$ cat src/include/fcw_map.vh
/*
 Constants for the flash command controller: host register offsets,
 field positions, flash command codes and pin timing counts.
 Assumes a 100 MHz core_clk.
*/
`ifndef FCW_MAP_VH
`define FCW_MAP_VH

// ----------------------------------------
// Host register offsets
// ----------------------------------------
`define FCW_REG_CTRL 4'h0
`define FCW_REG_ADDR 4'h1
`define FCW_REG_DATA 4'h2
`define FCW_REG_STAT 4'h3
`define FCW_REG_RDAT 4'h4

// ----------------------------------------
// Control register fields
// ----------------------------------------
`define FCW_CTRL_OP_LSB 0
`define FCW_CTRL_OP_MSB 2
`define FCW_CTRL_GO 3
`define FCW_CTRL_PWRDN 4
`define FCW_CTRL_HV 5

// ----------------------------------------
// Operation codes written to the control register
// ----------------------------------------
`define FCW_OP_READ 3'h0
`define FCW_OP_ERASE 3'h1
`define FCW_OP_WRITE 3'h2
`define FCW_OP_SETLOCK 3'h3
`define FCW_OP_SETMASTER 3'h4
`define FCW_OP_CLRLOCK 3'h5
`define FCW_OP_SUSPEND 3'h6
`define FCW_OP_RESUME 3'h7

// ----------------------------------------
// Status register fields
// ----------------------------------------
`define FCW_STAT_BUSY 0
`define FCW_STAT_RB 1
`define FCW_STAT_DONE 2
`define FCW_STAT_SUSP 3
`define FCW_STAT_REFUSED 4

// ----------------------------------------
// Flash command codes (the core uses these directly; it has no parameters for them)
// ----------------------------------------
`define FCW_CMD_READ 8'hFF
`define FCW_CMD_ERASE1 8'h20
`define FCW_CMD_CONFIRM 8'hD0
`define FCW_CMD_WRITE 8'h40
`define FCW_CMD_LOCK 8'h60
`define FCW_CMD_SETLOCK 8'h01
`define FCW_CMD_SETMASTER 8'hF1
`define FCW_CMD_SUSPEND 8'hB0

// ----------------------------------------
// Pin timing, in ns and cycles
// ----------------------------------------
`define FCW_CLK_NS 10
`define FCW_WE_LOW_NS 50
`define FCW_WE_HIGH_NS 30
`define FCW_WAKE_NS 1000
`define FCW_WE_LOW_CYC ((`FCW_WE_LOW_NS + `FCW_CLK_NS - 1) / `FCW_CLK_NS)
`define FCW_WE_HIGH_CYC ((`FCW_WE_HIGH_NS + `FCW_CLK_NS - 1) / `FCW_CLK_NS)
`define FCW_WAKE_CYC ((`FCW_WAKE_NS + `FCW_CLK_NS - 1) / `FCW_CLK_NS)
`define FCW_ADDR_W 20
`define FCW_BLK_LSB 16

`endif

$ cat src/hw/fcw_host.v
/*
 Host-side controller for a byte-wide, sixteen-block flash memory.
 Software sets address, data and an operation through a small register
 port; the controller issues the write-strobe command cycles on the pins
 and watches ready_busy_n. Assumes pins are synchronous to core_clk.
*/
//
// Function
// - Start operations only by command sequences
// - Three lock configuration commands issued by host
// - Wait wake time after power-down release
// - No writes below 3.0V core supply
`timescale 1ns/1ps
`include "fcw_map.vh"

module fcw_host #(
   parameter ADDR_W = `FCW_ADDR_W,
   parameter WAKE_CYC = `FCW_WAKE_CYC
) (
   input wire core_clk,
   input wire reset,
   input wire [3:0] reg_addr,
   input wire [7:0] reg_wdata,
   input wire reg_wr,
   input wire reg_rd,
   output reg [7:0] reg_rdata,
   output reg [ADDR_W-1:0] flash_addr,
   input wire [7:0] flash_dq_in,
   output reg [7:0] flash_dq_out,
   output reg flash_dq_oe,
   output reg chip_select_n,
   output reg output_enable_n,
   output reg write_strobe_n,
   output reg reset_powerdown_n,
   output reg hv_override,
   input wire ready_busy_n,
   input wire supply_ok
);

   localparam S_IDLE = 3'd0;
   localparam S_LOW = 3'd1;
   localparam S_HIGH = 3'd2;
   localparam S_WAIT = 3'd3;
   localparam S_RDLOW = 3'd4;
   localparam S_WAKE = 3'd5;

   reg [2:0] state_q;
   reg [2:0] op_q;
   reg [ADDR_W-1:0] addr_q;
   reg [7:0] data_q;
   reg [7:0] rdat_q;
   reg second_q;
   reg done_q;
   reg susp_q;
   reg refused_q;
   reg pwrdn_q;
   reg [15:0] cnt_q;
   reg [7:0] cyc_data;
   reg [ADDR_W-1:0] cyc_addr;
   reg two_cycle;
   wire [2:0] op_w = reg_wdata[`FCW_CTRL_OP_MSB:`FCW_CTRL_OP_LSB];
   wire busy = (state_q != S_IDLE);
   wire go = reg_wr && (reg_addr == `FCW_REG_CTRL) && reg_wdata[`FCW_CTRL_GO];
   // suspend is the only command taken while busy
   wire may_go = (!busy && ready_busy_n) || (op_w == `FCW_OP_SUSPEND && state_q == S_WAIT);

   // ----------------------------------------
   // Command cycle selection
   // ----------------------------------------
   always @* begin
      cyc_addr = addr_q;
      two_cycle = 1'b0;
      cyc_data = `FCW_CMD_READ;
      case (op_q)
         `FCW_OP_ERASE: begin
            // one block, second cycle on its address
            cyc_data = second_q ? `FCW_CMD_CONFIRM : `FCW_CMD_ERASE1;
            two_cycle = 1'b1;
         end
         `FCW_OP_WRITE: begin
            cyc_data = second_q ? data_q : `FCW_CMD_WRITE;
            two_cycle = 1'b1;
         end
         `FCW_OP_SETLOCK: begin
            // lock set, master set, clear all
            cyc_data = second_q ? `FCW_CMD_SETLOCK : `FCW_CMD_LOCK;
            two_cycle = 1'b1;
         end
         `FCW_OP_SETMASTER: begin
            cyc_data = second_q ? `FCW_CMD_SETMASTER : `FCW_CMD_LOCK;
            two_cycle = 1'b1;
         end
         `FCW_OP_CLRLOCK: begin
            cyc_data = second_q ? `FCW_CMD_CONFIRM : `FCW_CMD_LOCK;
            two_cycle = 1'b1;
         end
         `FCW_OP_SUSPEND: cyc_data = `FCW_CMD_SUSPEND;
         `FCW_OP_RESUME: cyc_data = `FCW_CMD_CONFIRM;
         default: cyc_data = `FCW_CMD_READ;
      endcase
   end

   // ----------------------------------------
   // Pin sequencer
   // ----------------------------------------
   always @(posedge core_clk or posedge reset) begin
      if (reset) begin
         state_q <= S_WAKE;
         op_q <= `FCW_OP_READ;
         addr_q <= {ADDR_W{1'b0}};
         data_q <= 8'h00;
         rdat_q <= 8'h00;
         second_q <= 1'b0;
         done_q <= 1'b0;
         susp_q <= 1'b0;
         refused_q <= 1'b0;
         pwrdn_q <= 1'b0;
         hv_override <= 1'b0;
         cnt_q <= 16'h0000;
         flash_addr <= {ADDR_W{1'b0}};
         flash_dq_out <= 8'h00;
         flash_dq_oe <= 1'b0;
         chip_select_n <= 1'b1;
         output_enable_n <= 1'b1;
         write_strobe_n <= 1'b1;
         reset_powerdown_n <= 1'b0;
         reg_rdata <= 8'h00;
      end else begin
         reg_rdata <= 8'h00;
         if (reg_rd) begin
            case (reg_addr)
               `FCW_REG_ADDR: reg_rdata <= {4'h0, addr_q[`FCW_BLK_LSB+3:`FCW_BLK_LSB]};
               `FCW_REG_DATA: reg_rdata <= data_q;
               `FCW_REG_RDAT: reg_rdata <= rdat_q;
               `FCW_REG_STAT: begin
                  reg_rdata[`FCW_STAT_BUSY] <= busy;
                  reg_rdata[`FCW_STAT_RB] <= ready_busy_n;
                  reg_rdata[`FCW_STAT_DONE] <= done_q;
                  reg_rdata[`FCW_STAT_SUSP] <= susp_q;
                  reg_rdata[`FCW_STAT_REFUSED] <= refused_q;
               end
               `FCW_REG_CTRL: begin
                  reg_rdata[`FCW_CTRL_OP_MSB:`FCW_CTRL_OP_LSB] <= op_q;
                  reg_rdata[`FCW_CTRL_PWRDN] <= pwrdn_q;
                  reg_rdata[`FCW_CTRL_HV] <= hv_override;
               end
               default: reg_rdata <= 8'h00;
            endcase
         end
         if (reg_wr && reg_addr == `FCW_REG_ADDR && !busy)
            addr_q <= {reg_wdata[3:0], {`FCW_BLK_LSB{1'b0}}} | (addr_q & {{4{1'b0}}, {`FCW_BLK_LSB{1'b1}}});
         if (reg_wr && reg_addr == `FCW_REG_DATA && !busy)
            data_q <= reg_wdata;
         if (reg_wr && reg_addr == `FCW_REG_RDAT && !busy)
            addr_q[7:0] <= reg_wdata;
         if (reg_wr && reg_addr == `FCW_REG_STAT) begin
            done_q <= 1'b0;
            refused_q <= 1'b0;
         end
         if (reg_wr && reg_addr == `FCW_REG_CTRL) begin
            pwrdn_q <= reg_wdata[`FCW_CTRL_PWRDN];
            hv_override <= reg_wdata[`FCW_CTRL_HV];
         end
         case (state_q)
            S_IDLE: begin
               chip_select_n <= 1'b1;
               output_enable_n <= 1'b1;
               // power-down forces the device pin low
               if (pwrdn_q) begin
                  reset_powerdown_n <= 1'b0;
                  susp_q <= 1'b0;
                  state_q <= S_WAKE;
                  cnt_q <= 16'h0000;
               end else if (go) begin
                  if (!supply_ok || !may_go) begin
                     refused_q <= 1'b1;
                  end else begin
                     op_q <= op_w;
                     second_q <= 1'b0;
                     done_q <= 1'b0;
                     if (op_w == `FCW_OP_RESUME)
                        susp_q <= 1'b0;
                     if (op_w == `FCW_OP_READ) begin
                        flash_addr <= addr_q;
                        chip_select_n <= 1'b0;
                        output_enable_n <= 1'b0;
                        state_q <= S_RDLOW;
                        cnt_q <= 16'h0000;
                     end else begin
                        state_q <= S_LOW;
                        cnt_q <= 16'h0000;
                     end
                  end
               end
            end
            S_LOW: begin
               chip_select_n <= 1'b0;
               write_strobe_n <= 1'b0;
               flash_addr <= cyc_addr;
               flash_dq_out <= cyc_data;
               flash_dq_oe <= 1'b1;
               cnt_q <= cnt_q + 16'h0001;
               if (cnt_q == `FCW_WE_LOW_CYC) begin
                  // rising strobe latches address and data
                  write_strobe_n <= 1'b1;
                  cnt_q <= 16'h0000;
                  state_q <= S_HIGH;
               end
            end
            S_HIGH: begin
               cnt_q <= cnt_q + 16'h0001;
               if (cnt_q == `FCW_WE_HIGH_CYC) begin
                  flash_dq_oe <= 1'b0;
                  chip_select_n <= 1'b1;
                  cnt_q <= 16'h0000;
                  if (two_cycle && !second_q) begin
                     second_q <= 1'b1;
                     state_q <= S_LOW;
                  end else if (op_q == `FCW_OP_SUSPEND) begin
                     state_q <= S_WAIT;
                  end else begin
                     state_q <= S_WAIT;
                  end
               end
            end
            S_WAIT: begin
               // busy while ready_busy_n low; ends wait
               if (ready_busy_n) begin
                  done_q <= 1'b1;
                  susp_q <= (op_q == `FCW_OP_SUSPEND);
                  state_q <= S_IDLE;
               end else if (go && may_go && supply_ok) begin
                  // suspend an erase; suspend a write
                  op_q <= `FCW_OP_SUSPEND;
                  second_q <= 1'b0;
                  cnt_q <= 16'h0000;
                  state_q <= S_LOW;
               end
            end
            S_RDLOW: begin
               cnt_q <= cnt_q + 16'h0001;
               if (cnt_q == `FCW_WE_LOW_CYC) begin
                  rdat_q <= flash_dq_in;
                  chip_select_n <= 1'b1;
                  output_enable_n <= 1'b1;
                  done_q <= 1'b1;
                  state_q <= S_IDLE;
               end
            end
            S_WAKE: begin
               if (pwrdn_q) begin
                  reset_powerdown_n <= 1'b0;
                  cnt_q <= 16'h0000;
               end else begin
                  reset_powerdown_n <= 1'b1;
                  cnt_q <= cnt_q + 16'h0001;
                  if (cnt_q == WAKE_CYC[15:0])
                     state_q <= S_IDLE;
               end
            end
            default: state_q <= S_IDLE;
         endcase
      end
   end

endmodule

$ cat config.mk
export PLATFORM = sky130hd
export DESIGN_NAME = fcw_host
export DESIGN_NICKNAME = d
export VERILOG_FILES = /design/src/hw/fcw_host.v
export VERILOG_INCLUDE_DIRS = /design/src /design/src/include
export SDC_FILE = /design/constraint.sdc
export NUM_CORES = 1
export LEC_CHECK = 0
export BUFFER_PORTS_ARGS = -buffer_cell sky130_fd_sc_hd__buf_2
export CAP_MARGIN = 20
export CELL_PAD_IN_SITES_DETAIL_PLACEMENT = 2
export CELL_PAD_IN_SITES_GLOBAL_PLACEMENT = 2
export CORE_MARGIN = 3
export CORE_UTILIZATION = 40
export DETAILED_ROUTE_END_ITERATION = 8
export PLACE_DENSITY_LB_ADDON = 0.1
export SYNTH_ARGS = -nofsm -noshare
export SYNTH_HDL_FRONTEND = slang
export SYNTH_SLANG_ARGS = --single-unit
$ cat constraint.sdc
create_clock -name core_clk -period 4.25 [get_ports core_clk]
set_input_delay 0.85 -clock core_clk [delete_from_list [all_inputs] [get_ports core_clk]]
set_output_delay 0.85 -clock core_clk [all_outputs]
set_load 0.02 [all_outputs]
==> results.sh <==
export IMPL_hold_viol=0
export IMPL_clk_pin_slew_ns=0.07
export IMPL_first_pass_iters=4
export IMPL_dr_wl_met2_um=6585
export IMPL_clock_sinks=89
export IMPL_syn_inst=412
export IMPL_dieHeight_um=112.2
export IMPL_critPathLaunchType="flop"
export IMPL_crit_fanout=14
export IMPL_yosys_register_bits=89
export IMPL_startpoint="cnt_q[8]"
export IMPL_synth_avg_cell_area_um2=10.95
export IMPL_path_cells="nor3_1 > nand4_1 > a211oi_2 > nor3_1 > a211o_2"
export IMPL_dr_total_vias=3570
export IMPL_ios=68
export IMPL_cts_setup_buffers=0
export IMPL_cts_root_buf="clkbuf_16"
export IMPL_wl_met1_um=6147
export IMPL_crit_required_ns=4.49
export IMPL_grt_pass1_vias=3812
export IMPL_drtIter0Drc=206
export IMPL_clock_latency_ns=0.35
export IMPL_maxCapViolations=0
export IMPL_slowest_stage="a211oi_2"
export IMPL_r2r_slack_ns=1.32
export IMPL_timing_final_ws_setup_ns=1.325
export IMPL_period_needed_ns=2.926
export IMPL_regArea_um2=2233
export IMPL_die_area_um2=12590
export IMPL_drc=0
export IMPL_min_path_type="reg -> reg"
export IMPL_max_stage_delay_ns=1.00
export IMPL_hpwl_um=9580
export IMPL_cpMostUsedCell="nor3_1"
export IMPL_cts_max_level=3
export IMPL_worstReg2RegEnd="cnt_q[13]"
export IMPL_fillers=1161
export IMPL_gp_congestion=0.7743
export IMPL_multiInputGateArea_um2=2079
export IMPL_yosys_warnings=0
export IMPL_cts_resized=0
export IMPL_power_density_nw_per_um2=609.6
export IMPL_ant_nets=0
export IMPL_layout_drive_gt1_share_pct=30.93
export IMPL_wl_per_cell_um=21.81
export IMPL_post_place_ws_ns=1.142
export IMPL_post_synth_num_cell_types=69
export IMPL_grt_max_degree=36
export IMPL_cts_path_max_buffers=2
export IMPL_wl_met3_um=441
export IMPL_ys_seq_area_share_pct=49.49
export IMPL_die_x_um=112.2
export IMPL_ir_worst_vdd_uv=275.3
export IMPL_hold_buffers=0
export IMPL_crit_path_end="cnt_q[13]"
export IMPL_start_util_pct=41.27
export IMPL_numPortBuffers=59
export IMPL_via_per_inst=5.833
export IMPL_slew_viol_final=0
export IMPL_grt_ovfl_total=0
export IMPL_finalSetupViolations=0
export IMPL_num_rows=38
export IMPL_synth_async_reset_ratio_pct=100.0
export IMPL_antenna_found_initial=0
export IMPL_worst_pin_slew_ns=1.075
export IMPL_end_kind="flop"
export IMPL_wl_um=13350
export IMPL_clock_skew_final_ns=0.005235
export IMPL_cp_arrival_ns=3.16
export IMPL_antenna_cells=0
export IMPL_cts_tree="done"
export IMPL_rsz0062_at_grt="no"
export IMPL_syn2layout_area_growth_pct=15.00
export IMPL_grt_pass1_wl_um=21500
export IMPL_synth_flop_cell="dfrtp_1"
export IMPL_fin_nets=496
export IMPL_core_um2=10940
export IMPL_syn_cell_area_um2=4513
export IMPL_top_layer="met4"
export IMPL_maxSlewHeadroom_pct=28.21
export IMPL_status="finished, final reports clean"
export IMPL_period_share_pct=68.84
export IMPL_path_class="reg -> reg"
export IMPL_timing_rr_start="cnt_q[8]"
export IMPL_max_freq_ghz=0.3418
export IMPL_cts_buffers=9
export IMPL_r2r_cells=5
export IMPL_synth_edf_count=0
export IMPL_grtUsageTotal_pct=21.74
export IMPL_leakage_nw=2.394
export IMPL_hold_start="write_strobe_n"
export IMPL_setup_tns_ns=0
## routing by layer
metal | GRT usage [%] | vias to the layer above
met2 | 35.68 | 77
met4 | 6.170 | 0
met3 | 2.803 | 11
met1 | 30.42 | 1833
met5 | 0 | -
li1 | - | 1649
## placed cells by master, fill, tap and decap left out, drive strengths merged, types with 9 or more instances in the layout
cell type / count
a211o: 9
mux2: 40
buf: 65
nor3: 19
nand2: 30
inv: 15
nor2: 10
nand3: 10
dfrtp: 84
o21ai: 29
a21oi: 22
clkbuf: 9
## cells in the mapped netlist (all sizes together) (2+ instances only)
master   number  area share, %
a22oi         6            1.0
a222oi        6            1.3
nor2b         3           0.42
dfstp         5            2.9
and3          8            1.2
or3           7            1.1
nand3        10            1.1
buf          18            3.1
o22ai         3           0.42
ha            3           0.83
a21o          6            1.1
a211o         9            1.8
xnor2         3           0.58
a41oi         4            1.2
clkbuf       10           0.83
nor3         19            2.2
mux2         40             10
nor4          8            1.7
o21ai        29            3.2
nor2         10           0.83
a21boi        3           0.50
nand3b        3           0.50
a2bb2oi       3           0.58
a21oi        22            2.4
nand2        30            2.5
o31ai         2           0.33
dfrtp        84             47
a32o          2           0.44
a211oi        3           0.61
a31oi         3           0.42
o32ai         2           0.80
nor4b         4            1.1
nand4         7           0.97
a22o          4           0.80
inv          13            1.1
nor3b         4           0.67
## worst min path at each step
| stage | end | slack (ns) | depth (start not counted) |
|---|---|---|---|
| finish | write_strobe_n | 0.48 | 2 |
| global route | write_strobe_n | 0.50 | 2 |
| CTS | write_strobe_n | 0.48 | 2 |
| detailed placement | write_strobe_n | 0.47 | 2 |
| global placement | flash_dq_out[6] | 0.46 | 2 |
| floorplan | addr_q[0] | 0.44 | 2 |
## final cells by class
cell class	count	area share [%]
Multi-Input combinational cell	289	40.07
Clock inverter	7	1.663
Clock buffer	9	4.339
Timing Repair Buffer	65	6.557
Inverter	13	0.9643
Tap cell	140	3.375
Sequential cell	89	43.03
## power breakdown
part | switching [mW] | internal (mW)
registers | 0.239 | 1.07
clock network | 0.392 | 0.421
logic | 0.626 | 0.412
## flip-flops by register name (all words and copies together) (netlist names), 3 cells and up
register / count
op_q: 3
reg_rdata: 8
addr_q: 12
data_q: 8
cnt_q: 16
state_q: 3
rdat_q: 8
flash_dq_out: 8
flash_addr: 12
## worst max-delay path, delay by kind of cell, from the launching register on
family / cells / cell delay (ns)
compound gates: 2 / 1.34
flops: 1 / 0.44
simple gates: 3 / 1.02
## stage by stage
stage,util [%],power (mW),std cells,hold WS (ns),instance area (µm²)
global placement,44.61,2.298,596,0.4568,4878
floorplan,-,2.043,419,0.4444,4539
CTS,47.46,3.200,612,0.4846,5190
global route,47.46,3.370,612,0.5006,5190
detailed placement,44.61,2.368,596,0.4743,4878
finish,47.46,3.164,612,0.4773,5190
## cell families after synthesis
kind of cell / count (synthesis) / synth area share [%]
simple gates: 121 / 15.64
compound gates: 112 / 17.97
flops: 89 / 49.49
mux: 41 / 10.20
buf+inv: 41 / 5.018
xor+xnor: 4 / 0.7764
fa+ha+maj: 3 / 0.8318
other cells: 1 / 0.08309
Power figures use the tool's default switching activity.
